### config.mk
export PLATFORM = sky130hd
export DESIGN_NAME = codec_clock_path_config_regs
export DESIGN_NICKNAME = d
export VERILOG_FILES = /design/src/verilog/codec_clock_path_pkg.sv /design/src/verilog/pin_sync.sv /design/src/verilog/codec_clock_path_config_regs.sv
export SDC_FILE = /design/constraint.sdc
export NUM_CORES = 1
export LEC_CHECK = 0
export ABC_AREA = 1
export BUFFER_PORTS_ARGS = -buffer_cell sky130_fd_sc_hd__buf_2
export CAP_MARGIN = 10
export CORE_MARGIN = 4
export CORE_UTILIZATION = 30
export CTS_CLUSTER_DIAMETER = 200
export DETAILED_ROUTE_END_ITERATION = 6
export SYNTH_ARGS = -nofsm -noshare
export SYNTH_HDL_FRONTEND = slang
export SYNTH_SLANG_ARGS = --single-unit
### constraint.sdc
create_clock -name clock_i -period 3.5 [get_ports clock_i]
set_clock_uncertainty 0.1 [all_clocks]
set_input_delay 0.35 -clock clock_i [delete_from_list [all_inputs] [get_ports clock_i]]
set_output_delay 0.35 -clock clock_i [all_outputs]
set_load 0.005 [all_outputs]
### src/verilog/codec_clock_path_pkg.sv
// Register map, field layout and reset values of the clock path registers
package codec_clock_path_pkg;

    localparam logic [7:0] OFS_PLL_ENABLE_DIVIDERS    = 8'h03;
    localparam logic [7:0] OFS_PLL_INTEGER_MULTIPLIER = 8'h04;
    localparam logic [7:0] OFS_PLL_FRACTION_HIGH      = 8'h05;
    localparam logic [7:0] OFS_PLL_FRACTION_LOW       = 8'h06;
    localparam logic [7:0] OFS_DATAPATH_SETUP         = 8'h07;
    localparam logic [7:0] OFS_SERIAL_PORT_CONTROL_A  = 8'h08;

    localparam logic [7:0] RST_PLL_ENABLE_DIVIDERS    = 8'h10;
    localparam logic [7:0] RST_PLL_INTEGER_MULTIPLIER = 8'h04;
    localparam logic [7:0] RST_PLL_FRACTION_HIGH      = 8'h00;
    localparam logic [7:0] RST_PLL_FRACTION_LOW       = 8'h00;
    localparam logic [7:0] RST_DATAPATH_SETUP         = 8'h00;
    localparam logic [7:0] RST_SERIAL_PORT_CONTROL_A  = 8'h00;

    // Writable bits; reserved bits stay zero
    localparam logic [7:0] WMASK_PLL_ENABLE_DIVIDERS    = 8'hff;
    localparam logic [7:0] WMASK_PLL_INTEGER_MULTIPLIER = 8'hfc;
    localparam logic [7:0] WMASK_PLL_FRACTION_HIGH      = 8'hff;
    localparam logic [7:0] WMASK_PLL_FRACTION_LOW       = 8'hfc;
    localparam logic [7:0] WMASK_DATAPATH_SETUP         = 8'hfe;
    localparam logic [7:0] WMASK_SERIAL_PORT_CONTROL_A  = 8'hf7;

    localparam int PLL_EN_BIT    = 7;
    localparam int PLL_Q_MSB     = 6;
    localparam int PLL_Q_LSB     = 3;
    localparam int PLL_P_MSB     = 2;
    localparam int PLL_P_LSB     = 0;
    localparam int PLL_J_MSB     = 7;
    localparam int PLL_J_LSB     = 2;
    localparam int FRAC_LO_MSB   = 7;
    localparam int FRAC_LO_LSB   = 2;
    localparam int FSREF_BIT     = 7;
    localparam int ADC_DUAL_BIT  = 6;
    localparam int DAC_DUAL_BIT  = 5;
    localparam int LROUTE_MSB    = 4;
    localparam int LROUTE_LSB    = 3;
    localparam int RROUTE_MSB    = 2;
    localparam int RROUTE_LSB    = 1;
    localparam int BCLK_DIR_BIT  = 7;
    localparam int WCLK_DIR_BIT  = 6;
    localparam int DOUT_TRI_BIT  = 5;
    localparam int CLK_KEEP_BIT  = 4;
    localparam int FX3D_BIT      = 2;
    localparam int DMIC_MSB      = 1;
    localparam int DMIC_LSB      = 0;

    localparam logic [4:0] PLL_Q_WRAP   = 5'h10;
    localparam logic [3:0] PLL_P_ZERO   = 4'h8;
    localparam logic [7:0] DMIC_OSR_01  = 8'h80;
    localparam logic [7:0] DMIC_OSR_10  = 8'h40;
    localparam logic [7:0] DMIC_OSR_11  = 8'h20;

    localparam logic [6:0] DEFAULT_BUS_ADDRESS = 7'h18;

    typedef enum logic [3:0] {
        ST_IDLE,
        ST_ADDR,
        ST_ACK_ADDR,
        ST_PTR,
        ST_ACK_PTR,
        ST_WDATA,
        ST_ACK_WDATA,
        ST_RDATA,
        ST_RACK
    } bus_state_t;

endpackage : codec_clock_path_pkg

### src/verilog/pin_sync.sv
// Two-flop synchroniser for a group of asynchronous pin inputs
`timescale 1ns/1ps
`default_nettype none

module pin_sync #(
    parameter int WIDTH = 4
) (
    input  wire logic             clock_i,
    input  wire logic             resetn_i,
    input  wire logic [WIDTH-1:0] async_i,
    output logic      [WIDTH-1:0] sync_o
);

    typedef struct packed {
        logic [WIDTH-1:0] first;
        logic [WIDTH-1:0] second;
    } sync_state_t;

    sync_state_t s_r;
    sync_state_t s_nxt;

    always_comb
    begin
        s_nxt        = s_r;
        s_nxt.first  = async_i;
        s_nxt.second = s_r.first;
    end

    always_ff @(posedge clock_i or negedge resetn_i)
    begin
        if (!resetn_i)
            s_r <= '0;
        else
            s_r <= s_nxt;
    end

    assign sync_o = s_r.second;

endmodule : pin_sync

`default_nettype wire

### src/verilog/codec_clock_path_config_regs.sv
// Clock path, data path and serial port configuration registers
`timescale 1ns/1ps
`default_nettype none

// Functional notes
// - Fractional PLL runs only while enable bit set
// - Divider codes 0,1 mean 16,17; reset 2
// - Pre-divider code 0 means 8
// - Multiplier 1..63, reset 1; zero reserved
// - Fraction upper eight bits from high register
// - Fraction lower six bits; bits 1:0 zero
// - Bit 7 picks 48 or 44.1 kHz
// - Separate dual-rate enables; host keeps equal
// - Left DAC route: mute, left, right, mono
// - Right DAC route: mute, right, left, mono
// - Bit clock driven when master bit set, while powered up or with the keep bit set
// - Frame clock driven when master bit set, while powered up or with the keep bit set
// - Data output floats between valid data
// - Master clocks keep running at power-down
// - 3-D effect only while bit set
// - Microphone field: off, 128, 64, 32
// - Eight-bit registers reached at own address
module codec_clock_path_config_regs #(
    parameter logic [6:0] BUS_ADDRESS =
        codec_clock_path_pkg::DEFAULT_BUS_ADDRESS
) (
    input  wire logic        clock_i,
    input  wire logic        resetn_i,
    input  wire logic        scl_i,
    input  wire logic        sda_i,
    output logic             sda_o,
    output logic             sda_oe_o,
    input  wire logic        codec_powered_down_i,
    input  wire logic        bclk_gen_i,
    input  wire logic        wclk_gen_i,
    input  wire logic        bclk_i,
    input  wire logic        wclk_i,
    output logic             bclk_o,
    output logic             bclk_oe_o,
    output logic             wclk_o,
    output logic             wclk_oe_o,
    output logic             bclk_rise_o,
    output logic             wclk_rise_o,
    input  wire logic        dout_valid_i,
    input  wire logic        dout_bit_i,
    output logic             dout_o,
    output logic             dout_oe_o,
    output logic             pll_enable_o,
    output logic [4:0]       pll_q_divider_o,
    output logic [3:0]       pll_p_divider_o,
    output logic [5:0]       pll_j_multiplier_o,
    output logic [13:0]      pll_fraction_o,
    output logic             fs_ref_44k1_o,
    output logic             adc_dual_rate_o,
    output logic             dac_dual_rate_o,
    output logic [1:0]       left_dac_route_o,
    output logic [1:0]       right_dac_route_o,
    output logic             effect_3d_o,
    output logic             dmic_enable_o,
    output logic [7:0]       dmic_osr_o
);

    typedef struct packed {
        codec_clock_path_pkg::bus_state_t state;
        logic [7:0]  shift;
        logic [3:0]  bitcnt;
        logic        rw;
        logic        nack;
        logic [7:0]  ptr;
        logic        sda_oe;
        logic        scl_d;
        logic        sda_d;
        logic        bclk_d;
        logic        wclk_d;
        logic [7:0]  reg_pll_a;
        logic [7:0]  reg_pll_b;
        logic [7:0]  reg_frac_hi;
        logic [7:0]  reg_frac_lo;
        logic [7:0]  reg_datapath;
        logic [7:0]  reg_port_a;
        logic [13:0] fraction;
        logic        bclk_out;
        logic        bclk_oe;
        logic        wclk_out;
        logic        wclk_oe;
        logic        bclk_rise;
        logic        wclk_rise;
        logic        dout;
        logic        dout_oe;
    } regs_state_t;

    regs_state_t s_r;
    regs_state_t s_nxt;
    logic [3:0]  pins_sync;
    logic        scl_s;
    logic        sda_s;
    logic        bclk_s;
    logic        wclk_s;

    pin_sync #(
        .WIDTH (4)
    ) u_pin_sync (
        .clock_i  (clock_i),
        .resetn_i (resetn_i),
        .async_i  ({scl_i, sda_i, bclk_i, wclk_i}),
        .sync_o   (pins_sync)
    );

    assign {scl_s, sda_s, bclk_s, wclk_s} = pins_sync;

    // Readback of a register; unmapped offsets read zero
    function automatic logic [7:0] read_reg(input regs_state_t s,
                                            input logic [7:0]  ofs);
        case (ofs)
            codec_clock_path_pkg::OFS_PLL_ENABLE_DIVIDERS:
                read_reg = s.reg_pll_a;
            codec_clock_path_pkg::OFS_PLL_INTEGER_MULTIPLIER:
                read_reg = s.reg_pll_b;
            codec_clock_path_pkg::OFS_PLL_FRACTION_HIGH:
                read_reg = s.reg_frac_hi;
            codec_clock_path_pkg::OFS_PLL_FRACTION_LOW:
                read_reg = s.reg_frac_lo;
            codec_clock_path_pkg::OFS_DATAPATH_SETUP:
                read_reg = s.reg_datapath;
            codec_clock_path_pkg::OFS_SERIAL_PORT_CONTROL_A:
                read_reg = s.reg_port_a;
            default:
                read_reg = 8'h00;
        endcase
    endfunction : read_reg

    always_comb
    begin
        logic scl_rise;
        logic scl_fall;
        logic start_c;
        logic stop_c;
        logic [7:0] rd;
        logic master_run;
        scl_rise   = 1'b0;
        scl_fall   = 1'b0;
        start_c    = 1'b0;
        stop_c     = 1'b0;
        rd         = 8'h00;
        master_run = 1'b0;
        s_nxt      = s_r;

        s_nxt.scl_d  = scl_s;
        s_nxt.sda_d  = sda_s;
        s_nxt.bclk_d = bclk_s;
        s_nxt.wclk_d = wclk_s;
        scl_rise = scl_s & ~s_r.scl_d;
        scl_fall = ~scl_s & s_r.scl_d;
        start_c  = scl_s & s_r.scl_d & s_r.sda_d & ~sda_s;
        stop_c   = scl_s & s_r.scl_d & ~s_r.sda_d & sda_s;

        if (start_c)
        begin
            s_nxt.state  = codec_clock_path_pkg::ST_ADDR;
            s_nxt.bitcnt = 4'h0;
            s_nxt.sda_oe = 1'b0;
        end
        else if (stop_c)
        begin
            s_nxt.state  = codec_clock_path_pkg::ST_IDLE;
            s_nxt.sda_oe = 1'b0;
        end
        else
        begin
            case (s_r.state)
                codec_clock_path_pkg::ST_ADDR,
                codec_clock_path_pkg::ST_PTR,
                codec_clock_path_pkg::ST_WDATA:
                begin
                    if (scl_rise)
                    begin
                        s_nxt.shift  = {s_r.shift[6:0], sda_s};
                        s_nxt.bitcnt = s_r.bitcnt + 4'h1;
                    end
                    else if (scl_fall && s_r.bitcnt == 4'h8)
                    begin
                        s_nxt.sda_oe = 1'b1;
                        if (s_r.state == codec_clock_path_pkg::ST_ADDR)
                        begin
                            // Answer only at this partition's address
                            if (s_r.shift[7:1] == BUS_ADDRESS)
                            begin
                                s_nxt.rw    = s_r.shift[0];
                                s_nxt.state =
                                    codec_clock_path_pkg::ST_ACK_ADDR;
                            end
                            else
                            begin
                                s_nxt.sda_oe = 1'b0;
                                s_nxt.state  = codec_clock_path_pkg::ST_IDLE;
                            end
                        end
                        else if (s_r.state == codec_clock_path_pkg::ST_PTR)
                        begin
                            s_nxt.ptr   = s_r.shift;
                            s_nxt.state = codec_clock_path_pkg::ST_ACK_PTR;
                        end
                        else
                        begin
                            s_nxt.ptr   = s_r.ptr + 8'h01;
                            s_nxt.state = codec_clock_path_pkg::ST_ACK_WDATA;
                            case (s_r.ptr)
                                codec_clock_path_pkg::OFS_PLL_ENABLE_DIVIDERS:
                                    s_nxt.reg_pll_a = s_r.shift &
                                        codec_clock_path_pkg::WMASK_PLL_ENABLE_DIVIDERS;
                                codec_clock_path_pkg::OFS_PLL_INTEGER_MULTIPLIER:
                                    s_nxt.reg_pll_b = s_r.shift &
                                        codec_clock_path_pkg::WMASK_PLL_INTEGER_MULTIPLIER;
                                codec_clock_path_pkg::OFS_PLL_FRACTION_HIGH:
                                    s_nxt.reg_frac_hi = s_r.shift &
                                        codec_clock_path_pkg::WMASK_PLL_FRACTION_HIGH;
                                codec_clock_path_pkg::OFS_PLL_FRACTION_LOW:
                                begin
                                    s_nxt.reg_frac_lo = s_r.shift &
                                        codec_clock_path_pkg::WMASK_PLL_FRACTION_LOW;
                                    // Low-half write commits both halves
                                    s_nxt.fraction = {s_r.reg_frac_hi,
                                        s_r.shift[codec_clock_path_pkg::FRAC_LO_MSB:
                                                  codec_clock_path_pkg::FRAC_LO_LSB]};
                                end
                                codec_clock_path_pkg::OFS_DATAPATH_SETUP:
                                    s_nxt.reg_datapath = s_r.shift &
                                        codec_clock_path_pkg::WMASK_DATAPATH_SETUP;
                                codec_clock_path_pkg::OFS_SERIAL_PORT_CONTROL_A:
                                    s_nxt.reg_port_a = s_r.shift &
                                        codec_clock_path_pkg::WMASK_SERIAL_PORT_CONTROL_A;
                                default:
                                    s_nxt.reg_pll_a = s_r.reg_pll_a;
                            endcase
                        end
                    end
                end
                codec_clock_path_pkg::ST_ACK_ADDR,
                codec_clock_path_pkg::ST_ACK_PTR,
                codec_clock_path_pkg::ST_ACK_WDATA:
                begin
                    if (scl_fall)
                    begin
                        s_nxt.bitcnt = 4'h0;
                        s_nxt.sda_oe = 1'b0;
                        if (s_r.state == codec_clock_path_pkg::ST_ACK_ADDR
                            && s_r.rw)
                        begin
                            rd           = read_reg(s_r, s_r.ptr);
                            s_nxt.shift  = rd;
                            s_nxt.sda_oe = ~rd[7];
                            s_nxt.ptr    = s_r.ptr + 8'h01;
                            s_nxt.state  = codec_clock_path_pkg::ST_RDATA;
                        end
                        else if (s_r.state == codec_clock_path_pkg::ST_ACK_ADDR)
                            s_nxt.state = codec_clock_path_pkg::ST_PTR;
                        else
                            s_nxt.state = codec_clock_path_pkg::ST_WDATA;
                    end
                end
                codec_clock_path_pkg::ST_RDATA:
                begin
                    if (scl_fall)
                    begin
                        if (s_r.bitcnt == 4'h7)
                        begin
                            s_nxt.sda_oe = 1'b0;
                            s_nxt.state  = codec_clock_path_pkg::ST_RACK;
                        end
                        else
                        begin
                            s_nxt.shift  = {s_r.shift[6:0], 1'b0};
                            s_nxt.sda_oe = ~s_r.shift[6];
                            s_nxt.bitcnt = s_r.bitcnt + 4'h1;
                        end
                    end
                end
                codec_clock_path_pkg::ST_RACK:
                begin
                    if (scl_rise)
                        s_nxt.nack = sda_s;
                    else if (scl_fall)
                    begin
                        if (s_r.nack)
                            s_nxt.state = codec_clock_path_pkg::ST_IDLE;
                        else
                        begin
                            rd           = read_reg(s_r, s_r.ptr);
                            s_nxt.shift  = rd;
                            s_nxt.sda_oe = ~rd[7];
                            s_nxt.bitcnt = 4'h0;
                            s_nxt.ptr    = s_r.ptr + 8'h01;
                            s_nxt.state  = codec_clock_path_pkg::ST_RDATA;
                        end
                    end
                end
                default:
                    s_nxt.sda_oe = 1'b0;
            endcase
        end

        // Serial port pins
        master_run = ~codec_powered_down_i |
                     s_r.reg_port_a[codec_clock_path_pkg::CLK_KEEP_BIT];
        s_nxt.bclk_out = bclk_gen_i;
        s_nxt.wclk_out = wclk_gen_i;
        s_nxt.bclk_oe  = s_r.reg_port_a[codec_clock_path_pkg::BCLK_DIR_BIT]
                         & master_run;
        s_nxt.wclk_oe  = s_r.reg_port_a[codec_clock_path_pkg::WCLK_DIR_BIT]
                         & master_run;
        // Slave mode follows the pin, master mode the own generator
        s_nxt.bclk_rise = s_r.reg_port_a[codec_clock_path_pkg::BCLK_DIR_BIT] ?
                          (bclk_gen_i & ~s_r.bclk_out) :
                          (bclk_s & ~s_r.bclk_d);
        s_nxt.wclk_rise = s_r.reg_port_a[codec_clock_path_pkg::WCLK_DIR_BIT] ?
                          (wclk_gen_i & ~s_r.wclk_out) :
                          (wclk_s & ~s_r.wclk_d);
        s_nxt.dout    = dout_valid_i & dout_bit_i;
        s_nxt.dout_oe = dout_valid_i |
                        ~s_r.reg_port_a[codec_clock_path_pkg::DOUT_TRI_BIT];
    end

    always_ff @(posedge clock_i or negedge resetn_i)
    begin
        if (!resetn_i)
        begin
            s_r              <= '0;
            s_r.state        <= codec_clock_path_pkg::ST_IDLE;
            s_r.scl_d        <= 1'b1;
            s_r.sda_d        <= 1'b1;
            s_r.reg_pll_a    <= codec_clock_path_pkg::RST_PLL_ENABLE_DIVIDERS;
            s_r.reg_pll_b    <= codec_clock_path_pkg::RST_PLL_INTEGER_MULTIPLIER;
            s_r.reg_frac_hi  <= codec_clock_path_pkg::RST_PLL_FRACTION_HIGH;
            s_r.reg_frac_lo  <= codec_clock_path_pkg::RST_PLL_FRACTION_LOW;
            s_r.reg_datapath <= codec_clock_path_pkg::RST_DATAPATH_SETUP;
            s_r.reg_port_a   <= codec_clock_path_pkg::RST_SERIAL_PORT_CONTROL_A;
            s_r.dout_oe      <= 1'b1;
        end
        else
            s_r <= s_nxt;
    end

    assign sda_o     = 1'b0;
    assign sda_oe_o  = s_r.sda_oe;
    assign bclk_o    = s_r.bclk_out;
    assign bclk_oe_o = s_r.bclk_oe;
    assign wclk_o    = s_r.wclk_out;
    assign wclk_oe_o = s_r.wclk_oe;
    assign bclk_rise_o = s_r.bclk_rise;
    assign wclk_rise_o = s_r.wclk_rise;
    assign dout_o    = s_r.dout;
    assign dout_oe_o = s_r.dout_oe;

    assign pll_enable_o = s_r.reg_pll_a[codec_clock_path_pkg::PLL_EN_BIT];
    always_comb
    begin
        logic [3:0] qc;
        logic [2:0] pc;
        qc = s_r.reg_pll_a[codec_clock_path_pkg::PLL_Q_MSB:
                           codec_clock_path_pkg::PLL_Q_LSB];
        pc = s_r.reg_pll_a[codec_clock_path_pkg::PLL_P_MSB:
                           codec_clock_path_pkg::PLL_P_LSB];
        pll_q_divider_o = (qc < 4'h2) ?
            (codec_clock_path_pkg::PLL_Q_WRAP | {4'h0, qc[0]}) :
            {1'b0, qc};
        pll_p_divider_o = (pc == 3'h0) ? codec_clock_path_pkg::PLL_P_ZERO :
                          {1'b0, pc};
        case (s_r.reg_port_a[codec_clock_path_pkg::DMIC_MSB:
                             codec_clock_path_pkg::DMIC_LSB])
            2'h1:    dmic_osr_o = codec_clock_path_pkg::DMIC_OSR_01;
            2'h2:    dmic_osr_o = codec_clock_path_pkg::DMIC_OSR_10;
            2'h3:    dmic_osr_o = codec_clock_path_pkg::DMIC_OSR_11;
            default: dmic_osr_o = 8'h00;
        endcase
    end
    assign pll_j_multiplier_o = s_r.reg_pll_b[codec_clock_path_pkg::PLL_J_MSB:
                                              codec_clock_path_pkg::PLL_J_LSB];
    assign pll_fraction_o  = s_r.fraction;
    assign fs_ref_44k1_o   = s_r.reg_datapath[codec_clock_path_pkg::FSREF_BIT];
    assign adc_dual_rate_o = s_r.reg_datapath[codec_clock_path_pkg::ADC_DUAL_BIT];
    assign dac_dual_rate_o = s_r.reg_datapath[codec_clock_path_pkg::DAC_DUAL_BIT];
    assign left_dac_route_o  = s_r.reg_datapath[codec_clock_path_pkg::LROUTE_MSB:
                                                codec_clock_path_pkg::LROUTE_LSB];
    assign right_dac_route_o = s_r.reg_datapath[codec_clock_path_pkg::RROUTE_MSB:
                                                codec_clock_path_pkg::RROUTE_LSB];
    assign effect_3d_o   = s_r.reg_port_a[codec_clock_path_pkg::FX3D_BIT];
    assign dmic_enable_o = |s_r.reg_port_a[codec_clock_path_pkg::DMIC_MSB:
                                           codec_clock_path_pkg::DMIC_LSB];

endmodule : codec_clock_path_config_regs

`default_nettype wire

==> metrics.md, run 1 <==
| Metric | Value |
|---|---|
| Number of instances in the synthesized netlist | `656` |
| Worst Setup End Kind | `flip-flop` |
| Static leakage | `2.97 nW` |
| Largest net degree at the start of global routing | `56` |
| Layout area overhead | `12.6%` |
| Final critical-path setup slack | `1240 ps` |
| Final-report setup violation count | `0` |
| Antenna violations before repair | `0` |
| Result of the run | `finished clean` |
| Sequential standard cell area | `2430 um2` |
| Number of flops mapped to enable cells by yosys | `0` |
| Global-route wire length before repair | `21200 um` |
| DIE AREA | `19200 um2` |
| Post-Synthesis Cell Area | `5120 um2` |
| DRC violations left | `0` |
| Total of flip-flops plus latches after synthesis | `97` |
| Post-detailed-route wirelength per cell | `13.8 um` |
| CORE AREA | `16600 um2` |
| Via count of the first global-routing pass | `4070` |
| Ys async rst share | `1.00` |
| Vias/cell | `4.57` |
| Area of combinational cells with multiple inputs | `2200 um2` |
| Number of rows in the core area | `47` |
| Worst-margin pin slew | `699 ps` |
| TritonRoute pass-1 iters | `4` |
| Maximum fanout count along the critical path | `20` |
| TritonCTS sink count | `97` |
| Worst vdd rail ir drop | `0.305 mV` |
| Top flip-flop cell by instance count after synthesis | `sky130_fd_sc_hd__dfrtp_1` |
| Most common library cells after synthesis | `sky130_fd_sc_hd__nand2_1, sky130_fd_sc_hd__dfrtp_1, sky130_fd_sc_hd__o21ai_0` |
| Number of max-cap violations | `0` |
| Post-Synth Simple-Gate Area | `0.307` |
| Ordered list of cells on the worst path | `nor2_1, nand2_2, nor2_2, nand2_1, mux2_1` |
| Required time of the critical path | `3630 ps` |
| Number of top-level pins | `68` |
| DR iter-0 viols | `302` |
| Most instantiated library cell after synthesis | `sky130_fd_sc_hd__nand2_1` |
| Adder and majority gate portion of the synthesized area | `0.0147` |
| Cts bufs inserted | `9` |
| Endpoint of the worst-slack reg-to-reg timing path | `pll_fraction_o[7]` |
| WP data arrival | `2390 ps` |
| Multiplexer share of the synthesized area | `0.0176` |
| HPWL after detailed placement | `9380 um` |
| Hold Path Depth | `1` |
| Crit-path max cell delay | `460 ps` |
| Overall track demand over capacity in global routing | `0.135` |
| Clk Latency, worst-skew pair | `350 ps` |
| Die outline height | `139 um` |
| Share of the yosys chip area belonging to registers | `0.475` |
| Worst relative slew slack | `0.534` |
| Kind of launch point of the worst setup path | `flip-flop` |
| CTS clk-pin slew, worst paths | `70 ps` |
| Share of the synthesized area in compound gates (AO/OA/AOI/OAI) | `0.0781` |
| Final period util | `0.646` |
| Net count reported at finish | `707` |
| Antenna Diode Count | `0` |
| CTS resizes | `0` |
| Post-synthesis share of cell area spent on xor and xnor gates | `0.00855` |
| Reg-to-reg setup timing slack | `1240 ps` |
| CTS tree | `yes` |
| Post-detailed-routing wire length | `12600 um` |
| Worst-path cell with the longest stage delay | `sky130_fd_sc_hd__mux2_1` |
| Global placement routability congestion | `0.872` |
| Clock tree root driver cell | `sky130_fd_sc_hd__clkbuf_16` |
| Leading cell types by total area after synthesis | `sky130_fd_sc_hd__dfrtp_1, sky130_fd_sc_hd__nand2_1, sky130_fd_sc_hd__o21ai_0` |
| Total negative setup slack | `0 ps` |
| Area share of the leading cell type in the synthesized netlist | `0.449` |
| RSZ-0062 raised after global routing | `false` |
| Dominant combinational cell family by area after synthesis | `simple AND/OR/NAND/NOR gates` |
| Final Critical Period | `2260 ps` |
| Starting density of the core | `0.308` |
| Yosys warnings | `0` |
| Overall overflow remaining after global route | `0` |
| Via count of the routed design | `4177` |
| Die width | `139 um` |
| Startpoint of the worst register-to-register path | `s_r[82]` |
| Level count of the clock H-tree | `3` |
| Cell variety after synth | `36` |
| Worst Hold Launch | `bclk_i` |
| Final hold violation count | `0` |
| Hold/Removal Path Class | `input port to flip-flop` |
| Layout filler cell count | `1731` |
| Remaining number of nets flagged by the antenna check after routing | `0` |
| Number of I/O port buffers | `61` |
| Reg2Reg Depth | `5` |
| Fraction of final layout cells with drive strength greater than 1 | `0.173` |
| Smallest hold slack | `13.1 ps` |
| Slew Limit Fails | `0` |
| Power per unit of standard cell area | `640 nW/um2` |
| Average footprint of a synthesized cell | `7.81 um2` |
| End of the worst hold path | `u_pin_sync.s_nxt[1]` |
| Worst setup startpoint | `s_r[82]` |
| Worst setup timing slack at the placement stage | `1260 ps` |
| Library cell with the largest summed area after synthesis | `sky130_fd_sc_hd__dfrtp_1` |
| F_max | `0.443 GHz` |
| Type of the setup path with the least slack | `flip-flop to flip-flop` |
| CTS max path bufs | `2` |
[kinds of logic (layout without fill, tap and decap cells)]
family | count (synthesis) | in the layout
adders and majority gates | 6 | 6
other | 1 | 6
muxes | 8 | 8
buffers and inverters | 100 | 134
DFF | 97 | 97
AOI/OAI and AO/OA | 77 | 77
xor gates and xnor gates | 5 | 5
and+or+nand+nor | 362 | 362
[critical path, delay by kind of cell (launching register included)]
kind | cells | cell delay [ps]
multiplexers | 1 | 460
flip-flops | 1 | 420
AND/OR/NAND/NOR | 4 | 1150
[layout make-up]
class	instances	share of cell area
clock buffer	11	0.0421
multi-input combinational	464	0.382
timing repair buffer	67	0.0629
inverter	51	0.0332
sequential	97	0.422
clock inverter	5	0.0108
tap	220	0.0477
[flip-flops by register name, indices dropped and copies added, names as in the netlist]
name	cells
s_r	51
pll_fraction_o	14
pll_j_multiplier_o	6
u_pin_sync.s_nxt	4
u_pin_sync.sync_o	4
left_dac_route_o	2
right_dac_route_o	2
adc_dual_rate_o	1
bclk_o	1
bclk_oe_o	1
bclk_rise_o	1
dac_dual_rate_o	1
dout_o	1
dout_oe_o	1
effect_3d_o	1
fs_ref_44k1_o	1
pll_enable_o	1
sda_oe_o	1
wclk_o	1
wclk_oe_o	1
wclk_rise_o	1
[cell usage in the layout, fill, tap and decap left out, types with 2 or more instances in the layout]
master,n
sky130_fd_sc_hd__dfrtp_1,92
sky130_fd_sc_hd__nor3_1,4
sky130_fd_sc_hd__o21ai_0,58
sky130_fd_sc_hd__o21ai_2,2
sky130_fd_sc_hd__nand3_2,3
sky130_fd_sc_hd__clkinvlp_4,2
sky130_fd_sc_hd__nor2_4,3
sky130_fd_sc_hd__o21ai_1,3
sky130_fd_sc_hd__nand2_1,223
sky130_fd_sc_hd__nand2_2,7
sky130_fd_sc_hd__mux2_2,7
sky130_fd_sc_hd__dfstp_2,5
sky130_fd_sc_hd__xor2_1,3
sky130_fd_sc_hd__a21oi_1,11
sky130_fd_sc_hd__ha_1,6
sky130_fd_sc_hd__dlygate4sd3_1,4
sky130_fd_sc_hd__nor3b_1,9
sky130_fd_sc_hd__inv_2,2
sky130_fd_sc_hd__nand3b_1,2
sky130_fd_sc_hd__nor2_1,52
sky130_fd_sc_hd__clkbuf_16,9
sky130_fd_sc_hd__nor2_2,10
sky130_fd_sc_hd__buf_2,60
sky130_fd_sc_hd__nand4_1,7
sky130_fd_sc_hd__xnor2_1,2
sky130_fd_sc_hd__buf_4,3
sky130_fd_sc_hd__conb_1,6
sky130_fd_sc_hd__inv_1,48
sky130_fd_sc_hd__nand3_1,39
[what timing repair did]
item,in CTS,in global routing
endpoints found under the hold margin,53,0
buffers inserted,0,0
hold buffers,4,0
[per-layer routing]
metal	track usage	share of wire
met1	0.185	0.48
met2	0.215	0.45
met3	0.0324	0.054
met4	0.0407	0.014
met5	0	0
[how the worst max path moves through the flow]
stage	end	slack (ps)	depth (start not counted)
finish	pll_fraction_o[7]	1240	5
global route	s_r[77]	1040	10
CTS	pll_fraction_o[7]	1240	5
detailed placement	pll_fraction_o[7]	1260	5
global placement	pll_fraction_o[7]	1330	6
floorplan	pll_fraction_o[7]	1730	7
[where the power goes]
part / switching (mW) / leakage, nW / internal (mW)
registers: 0.135 / 1.29 / 1.24
clock network: 0.442 / 0.142 / 0.578
logic: 0.943 / 1.53 / 0.358
total: 1.52 / 2.97 / 2.17
[through the flow]
step | util | std cells | area, um2 | power (mW)
after floorplan | - | 661 | 5140 | 2.35
after global placement | 0.326 | 895 | 5430 | 2.68
after detailed placement | 0.326 | 895 | 5430 | 2.68
after CTS | 0.347 | 915 | 5770 | 3.72
after global routing | 0.347 | 915 | 5770 | 3.97
final | 0.347 | 915 | 5770 | 3.69
Power figures use the tool's default switching activity.
==> inputs of run 2 (changes only) <==
==> constraint.sdc (replaced) <==
create_clock -name clock_i -period 2.3 [get_ports clock_i]
set_clock_uncertainty 0.1 [all_clocks]
set_input_delay 0.23 -clock clock_i [delete_from_list [all_inputs] [get_ports clock_i]]
set_output_delay 0.23 -clock clock_i [all_outputs]
set_load 0.005 [all_outputs]
==> run 2 against run 1 <==
Flip-flop and latch count is the same. Combinational power rose by 58%. Clock-buffer cell count shrank 2.
==> metrics.md, run 2 (same netlist as run 1, synthesis figures left out) <==
| Metric | Value |
|---|---|
| Sequential standard cell area | `2430 um2 (unchanged)` |
| CTS max path bufs | `2 (unchanged)` |
| Required time of the critical path | `2420 ps (-1210 ps)` |
| Result of the run | `finished clean` |
| Highest-count cells in the layout ignoring fill and taps | `sky130_fd_sc_hd__nand2_1, sky130_fd_sc_hd__dfrtp_1, sky130_fd_sc_hd__buf_2` |
| Relative contribution of combinational cells to total power | `0.356 (+0.004)` |
| Hold/Removal Path Class | `flip-flop to flip-flop` |
| Type of the setup path with the least slack | `flip-flop to flip-flop` |
| Total negative setup slack | `0 ps (unchanged)` |
| Cts bufs inserted | `9 (unchanged)` |
| TritonCTS sink count | `97 (unchanged)` |
| Die width | `139 um (unchanged)` |
| Final Critical Period | `2050 ps (-206 ps)` |
| Worst setup timing slack at the placement stage | `183 ps (-1070 ps)` |
| RSZ-0062 raised after global routing | `false` |
| Antenna Diode Count | `0 (unchanged)` |
| Post-CTS setup repair buffer count | `0 (unchanged)` |
| Via count of the routed design | `4288 (+2.7%)` |
| Crit-path max cell delay | `450 ps (about the same)` |
| Switching portion of total power | `0.407 (-0.00420)` |
| Area of combinational cells with multiple inputs | `2210 um2 (+0.23%)` |
| Number of max-cap violations | `0 (unchanged)` |
| Max FFs per register | `51 (unchanged)` |
| Level count of the clock H-tree | `3 (unchanged)` |
| F_max | `0.487 GHz (+10%)` |
| Post-detailed-route wirelength per cell | `14.0 um (+1.3%)` |
| Worst relative slew slack | `0.652 (+0.117)` |
| CORE AREA | `16600 um2 (unchanged)` |
| Slew Limit Fails | `0 (unchanged)` |
| Final period util | `0.893 (+0.247)` |
| Crit path buffers/inverters | `0 (unchanged)` |
| Ordered list of cells on the worst path | `nor2_1, nand2_2, nor2_1, nand2_1, nand2_1, o21ai_0` |
| Reg-to-reg setup timing slack | `250 ps (-990 ps)` |
| Final critical-path setup slack | `246 ps (-994 ps)` |
| Remaining number of nets flagged by the antenna check after routing | `0 (unchanged)` |
| Worst-margin pin slew | `519 ps (-180 ps)` |
| CTS clk-pin slew, worst paths | `70 ps (about the same)` |
| Worst-path cell with the longest stage delay | `sky130_fd_sc_hd__nor2_1` |
| Total power consumption of the routed design | `5.80 mW (+57%)` |
| Summed area of non-filler cells in the final layout | `5940 um2 (+2.9%)` |
| Most frequent standard cell in the layout excluding fill and tap cells | `sky130_fd_sc_hd__nand2_1` |
| DR iter-0 viols | `340 (+13%)` |
| Final hold violation count | `0 (unchanged)` |
| Number of I/O port buffers | `61 (unchanged)` |
| Clock group share of total power | `0.283 (+0.007)` |
| Reg2Reg Depth | `6 (+1)` |
| Starting density of the core | `0.308 (unchanged)` |
| Post-detailed-routing wire length | `13000 um (+2.9%)` |
| Int Pwr | `3.43 mW (+58%)` |
| Worst Setup End Kind | `flip-flop` |
| CTS tree | `yes` |
| DIE AREA | `19200 um2 (unchanged)` |
| Number of rows in the core area | `47 (unchanged)` |
| Startpoint of the worst register-to-register path | `s_r[80]` |
| Endpoint of the worst-slack reg-to-reg timing path | `left_dac_route_o[0]` |
| Maximum fanout count along the critical path | `17 (-15%)` |
| DRC violations left | `0 (unchanged)` |
| Net count reported at finish | `722 (+2.1%)` |
| Final-report setup violation count | `0 (unchanged)` |
| Overall overflow remaining after global route | `0 (unchanged)` |
| Static leakage | `3.05 nW (+2.9%)` |
| HPWL after detailed placement | `9370 um (about the same)` |
| Clk Latency, worst-skew pair | `340 ps (about the same)` |
| Vias/cell | `4.61 (+1.0%)` |
| Worst setup startpoint | `s_r[80]` |
| Die outline height | `139 um (unchanged)` |
| Antenna violations before repair | `0 (unchanged)` |
| Clock tree root driver cell | `sky130_fd_sc_hd__clkbuf_16` |
| Fraction of final layout cells with drive strength greater than 1 | `0.182 (+0.00903)` |
| Via count of the first global-routing pass | `4141 (+1.7%)` |
| Layout area overhead | `15.9%` |
| Overall track demand over capacity in global routing | `0.136 (+0.000378)` |
| Global placement routability congestion | `0.865 (-0.87%)` |
| Layout filler cell count | `1735 (+0.23%)` |
| Largest net degree at the start of global routing | `46 (-18%)` |
| Placed Area | `5500 um2 (+1.3%)` |
| Number of top-level pins | `68 (unchanged)` |
| WP data arrival | `2170 ps (-220 ps)` |
| Worst vdd rail ir drop | `0.511 mV (+67%)` |
| Cell class contributing the biggest share of worst-path delay | `simple AND/OR/NAND/NOR gates` |
| Fraction of power consumed by sequential logic | `0.361 (-0.011)` |
| Capture point of the critical path | `left_dac_route_o[0]` |
| Top reg by flops | `s_r` |
| Kind of launch point of the worst setup path | `flip-flop` |
| TritonRoute pass-1 iters | `5 (+1)` |
| Number of logic stages on the critical path including buffering | `6 (+1)` |
| Global-route wire length before repair | `21400 um (+1.1%)` |
| Power per unit of standard cell area | `976 nW/um2 (+52%)` |
| Switch Pwr | `2.36 mW (+55%)` |
run 2: power groups by stage:
stage,registers (mW),logic (mW),clock network [mW]
floorplan,2.06,1.52,0
CTS,2.09,2.05,1.68
global placement,2.12,2.02,0
finish,2.09,2.06,1.64
detailed placement,2.12,2.02,0
global route,2.12,2.34,1.74
run 2: layout make-up:
cell class	count	area share
flip-flops and latches	97	0.410
multi-input cells	464	0.372
repair buffers	82	0.0851
well taps	220	0.0464
clock buffers	9	0.0379
inverters	51	0.0322
clock inverters	7	0.0166
run 2: routing by layer:
metal / GRT usage / vias up / share of wire
met5: 0 / - / 0
met4: 0.0330 / 0 / 0.013
met3: 0.0307 / 12 / 0.053
met2: 0.212 / 111 / 0.45
met1: 0.192 / 2008 / 0.49
li1: - / 2157 / -
run 2: through the flow:
step | hold WS [ps] | std cells | util
floorplan | -166 | 661 | -
global placement | 111 | 903 | 0.330
detailed placement | 113 | 903 | 0.330
CTS | 251 | 930 | 0.357
global route | 261 | 930 | 0.357
finish | 249 | 930 | 0.357
run 2: worst min-delay path by stage:
stage,slack [ps],start,to,cells past startpoint
after global placement,110,resetn_i,s_r[100],1
after global routing,260,u_pin_sync.s_nxt[1],u_pin_sync.sync_o[1],0
final,250,u_pin_sync.s_nxt[2],u_pin_sync.sync_o[2],0
after floorplan,-170,resetn_i,adc_dual_rate_o,0
after detailed placement,110,resetn_i,u_pin_sync.s_nxt[2],1
after CTS,250,u_pin_sync.s_nxt[0],u_pin_sync.sync_o[0],0
run 2: worst register-to-register path, cell delays in order (launching register included):
cell and delay, ps:
sky130_fd_sc_hd__dfrtp_1 430, sky130_fd_sc_hd__nor2_1 130, sky130_fd_sc_hd__nand2_2 230, sky130_fd_sc_hd__nor2_1 450
sky130_fd_sc_hd__nand2_1 350, sky130_fd_sc_hd__nand2_1 140, sky130_fd_sc_hd__o21ai_0 80
run 2: timing repair:
| action | 4_1_cts | 5_1_grt |
|---|---|---|
| hold buffers | 11 | 0 |
| resized for setup | 0 | 1 |
| endpoints found under the setup margin | 0 | 2 |
| endpoints found under the hold margin | 38 | 0 |
==> inputs of run 3 (changes only) <==
==> constraint.sdc (replaced) <==
create_clock -name clock_i -period 2.2 [get_ports clock_i]
set_clock_uncertainty 0.1 [all_clocks]
set_input_delay 0 -clock clock_i [delete_from_list [all_inputs] [get_ports clock_i]]
set_output_delay 0 -clock clock_i [all_outputs]
set_load 0.005 [all_outputs]
==> run 3 against run 2 <==
First-iteration DRC count fell by 16%. Core utilization rose by 0.14 points. Critical path depth rose by 1.
==> metrics.md, run 3 (same netlist as run 1, synthesis figures left out) <==
| Metric | Value |
|---|---|
| Number of top-level pins | `68 (unchanged)` |
| Result of the run | `finished clean` |
| Highest-count cells in the layout ignoring fill and taps | `sky130_fd_sc_hd__nand2_1, sky130_fd_sc_hd__dfrtp_1, sky130_fd_sc_hd__buf_2` |
| Worst-margin pin slew | `501 ps (-17.6 ps)` |
| Reg2Reg Depth | `7 (+1)` |
| Fraction of final layout cells with drive strength greater than 1 | `0.190 (+0.00852)` |
| Type of the setup path with the least slack | `flip-flop to flip-flop` |
| Number of max-cap violations | `0 (unchanged)` |
| WP data arrival | `2140 ps (-30 ps)` |
| Kind of launch point of the worst setup path | `flip-flop` |
| TritonRoute pass-1 iters | `5 (unchanged)` |
| Required time of the critical path | `2340 ps (-80 ps)` |
| Level count of the clock H-tree | `3 (unchanged)` |
| Largest net degree at the start of global routing | `37 (-20%)` |
| Maximum fanout count along the critical path | `20 (+3)` |
| Final-report setup violation count | `0 (unchanged)` |
| Slew Limit Fails | `0 (unchanged)` |
| Number of I/O port buffers | `61 (unchanged)` |
| Clock tree root driver cell | `sky130_fd_sc_hd__clkbuf_16` |
| Layout area overhead | `16.3%` |
| Power per unit of standard cell area | `1000 nW/um2 (+2.8%)` |
| F_max | `0.499 GHz (+2.6%)` |
| Via count of the routed design | `4318 (+0.70%)` |
| Cts bufs inserted | `9 (unchanged)` |
| Final period util | `0.910 (+0.0170)` |
| Global placement routability congestion | `0.878 (+1.5%)` |
| CTS clk-pin slew, worst paths | `80 ps (about the same)` |
| Starting density of the core | `0.308 (unchanged)` |
| Number of rows in the core area | `47 (unchanged)` |
| Overall track demand over capacity in global routing | `0.139 (+0.00342)` |
| DIE AREA | `19200 um2 (unchanged)` |
| Net count reported at finish | `727 (+0.69%)` |
| Post-CTS setup repair buffer count | `0 (unchanged)` |
| Die outline height | `139 um (unchanged)` |
| Post-detailed-route wirelength per cell | `14.0 um (about the same)` |
| CORE AREA | `16600 um2 (unchanged)` |
| Most frequent standard cell in the layout excluding fill and tap cells | `sky130_fd_sc_hd__nand2_1` |
| Hold/Removal Path Class | `input port to asynchronous set/reset pin` |
| Remaining number of nets flagged by the antenna check after routing | `0 (unchanged)` |
| Core Util, Final | `0.358 (+0.00135)` |
| Antenna violations before repair | `0 (unchanged)` |
| Final hold violation count | `0 (unchanged)` |
| DRC violations left | `0 (unchanged)` |
| HPWL after detailed placement | `9550 um (+2.0%)` |
| Max FFs per register | `51 (unchanged)` |
| Static leakage | `3.06 nW (+0.27%)` |
| Global-route wire length before repair | `22100 um (+3.3%)` |
| Worst Setup End Kind | `flip-flop` |
| Worst relative slew slack | `0.663 (+0.0118)` |
| DR iter-0 viols | `287 (-16%)` |
| Total negative setup slack | `0 ps (unchanged)` |
| Post-detailed-routing wire length | `13100 um (+0.58%)` |
| Antenna Diode Count | `0 (unchanged)` |
| Vias/cell | `4.62 (+0.16%)` |
| CTS tree | `yes` |
| Worst vdd rail ir drop | `0.574 mV (+13%)` |
| TritonCTS sink count | `97 (unchanged)` |
| Die width | `139 um (unchanged)` |
| Overall overflow remaining after global route | `0 (unchanged)` |
| Clk Latency, worst-skew pair | `360 ps (+20 ps)` |
| Top reg by flops | `s_r` |
| CTS max path bufs | `2 (unchanged)` |
| RSZ-0062 raised after global routing | `false` |
| Total power consumption of the routed design | `5.98 mW (+3.1%)` |
| Final Critical Period | `2000 ps (-51.8 ps)` |
| Via count of the first global-routing pass | `4236 (+2.3%)` |
## run 3: cell count changes in the layout (fill, tap and decap cells not counted)
cell,change
sky130_fd_sc_hd__clkinv_4,+1
sky130_fd_sc_hd__inv_8,+3
sky130_fd_sc_hd__inv_6,-3
sky130_fd_sc_hd__nor2_1,-1
sky130_fd_sc_hd__clkinv_8,+1
sky130_fd_sc_hd__clkinv_2,-1
sky130_fd_sc_hd__buf_4,+5
sky130_fd_sc_hd__bufinv_16,-2
sky130_fd_sc_hd__nand2_1,-1
sky130_fd_sc_hd__nand2_2,+1
sky130_fd_sc_hd__nor2_4,+1
sky130_fd_sc_hd__clkinvlp_4,+1
## run 3: worst paths after layout
path                                      from                    end  slack (ps)
min reg2reg                u_pin_sync.s_nxt[0]   u_pin_sync.sync_o[0]         250
min                                   resetn_i                s_r[96]          10
max reg2reg                            s_r[73]      pll_fraction_o[7]         200
min in group clock_i                    wclk_i    u_pin_sync.s_nxt[0]         190
max                                    s_r[73]      pll_fraction_o[7]         200
max in group asynchronous             resetn_i  pll_j_multiplier_o[0]        1330
## run 3: power by group
group / switching [mW] / internal, mW
Combinational: 1.54 / 0.659
Sequential: 0.215 / 1.97
Clock: 0.792 / 0.804
## run 3: worst max-delay path, stage by stage (launching register included)
cell                      delay, ps
sky130_fd_sc_hd__dfstp_2        570
sky130_fd_sc_hd__nand2_2        110
sky130_fd_sc_hd__nor2_1         100
sky130_fd_sc_hd__nand3_1        160
sky130_fd_sc_hd__nor2_4         230
sky130_fd_sc_hd__nand2_1         70
sky130_fd_sc_hd__buf_4          210
sky130_fd_sc_hd__mux2_1         320
## run 3: final cells by class
type                    count  area, um2
multi-input cells         464       2220
clock buffers               9        225
fillers                  1735      10700
inverters                  51        191
clock inverters             7       73.8
flip-flops and latches     97       2430
well taps                 220        275
repair buffers             87        543
## run 3: through the flow
| stage | setup WS (ps) | hold slack [ps] | area, um2 | cells |
|---|---|---|---|---|
| floorplan | 428 | -396 | 5140 | 661 |
| global placement | 133 | -133 | 5540 | 908 |
| detailed placement | 106 | -131 | 5540 | 908 |
| CTS | 99.0 | 32.5 | 5950 | 935 |
| global route | 0.0291 | 69.8 | 5960 | 935 |
| finish | 198 | 13.5 | 5960 | 935 |
## run 3: metal layers
metal	wire, um	share of wire	GRT usage
met1	6080	0.46	0.189
met2	6040	0.46	0.222
met5	0	0	0
met3	762	0.058	0.0352
met4	206	0.016	0.0381
## run 3: repair_timing
| item | in CTS | in global routing |
|---|---|---|
| hold endpoints to repair | 105 | 0 |
| endpoints found under the setup margin | 0 | 23 |
| resized for setup | 0 | 4 |
| hold buffers | 11 | 0 |
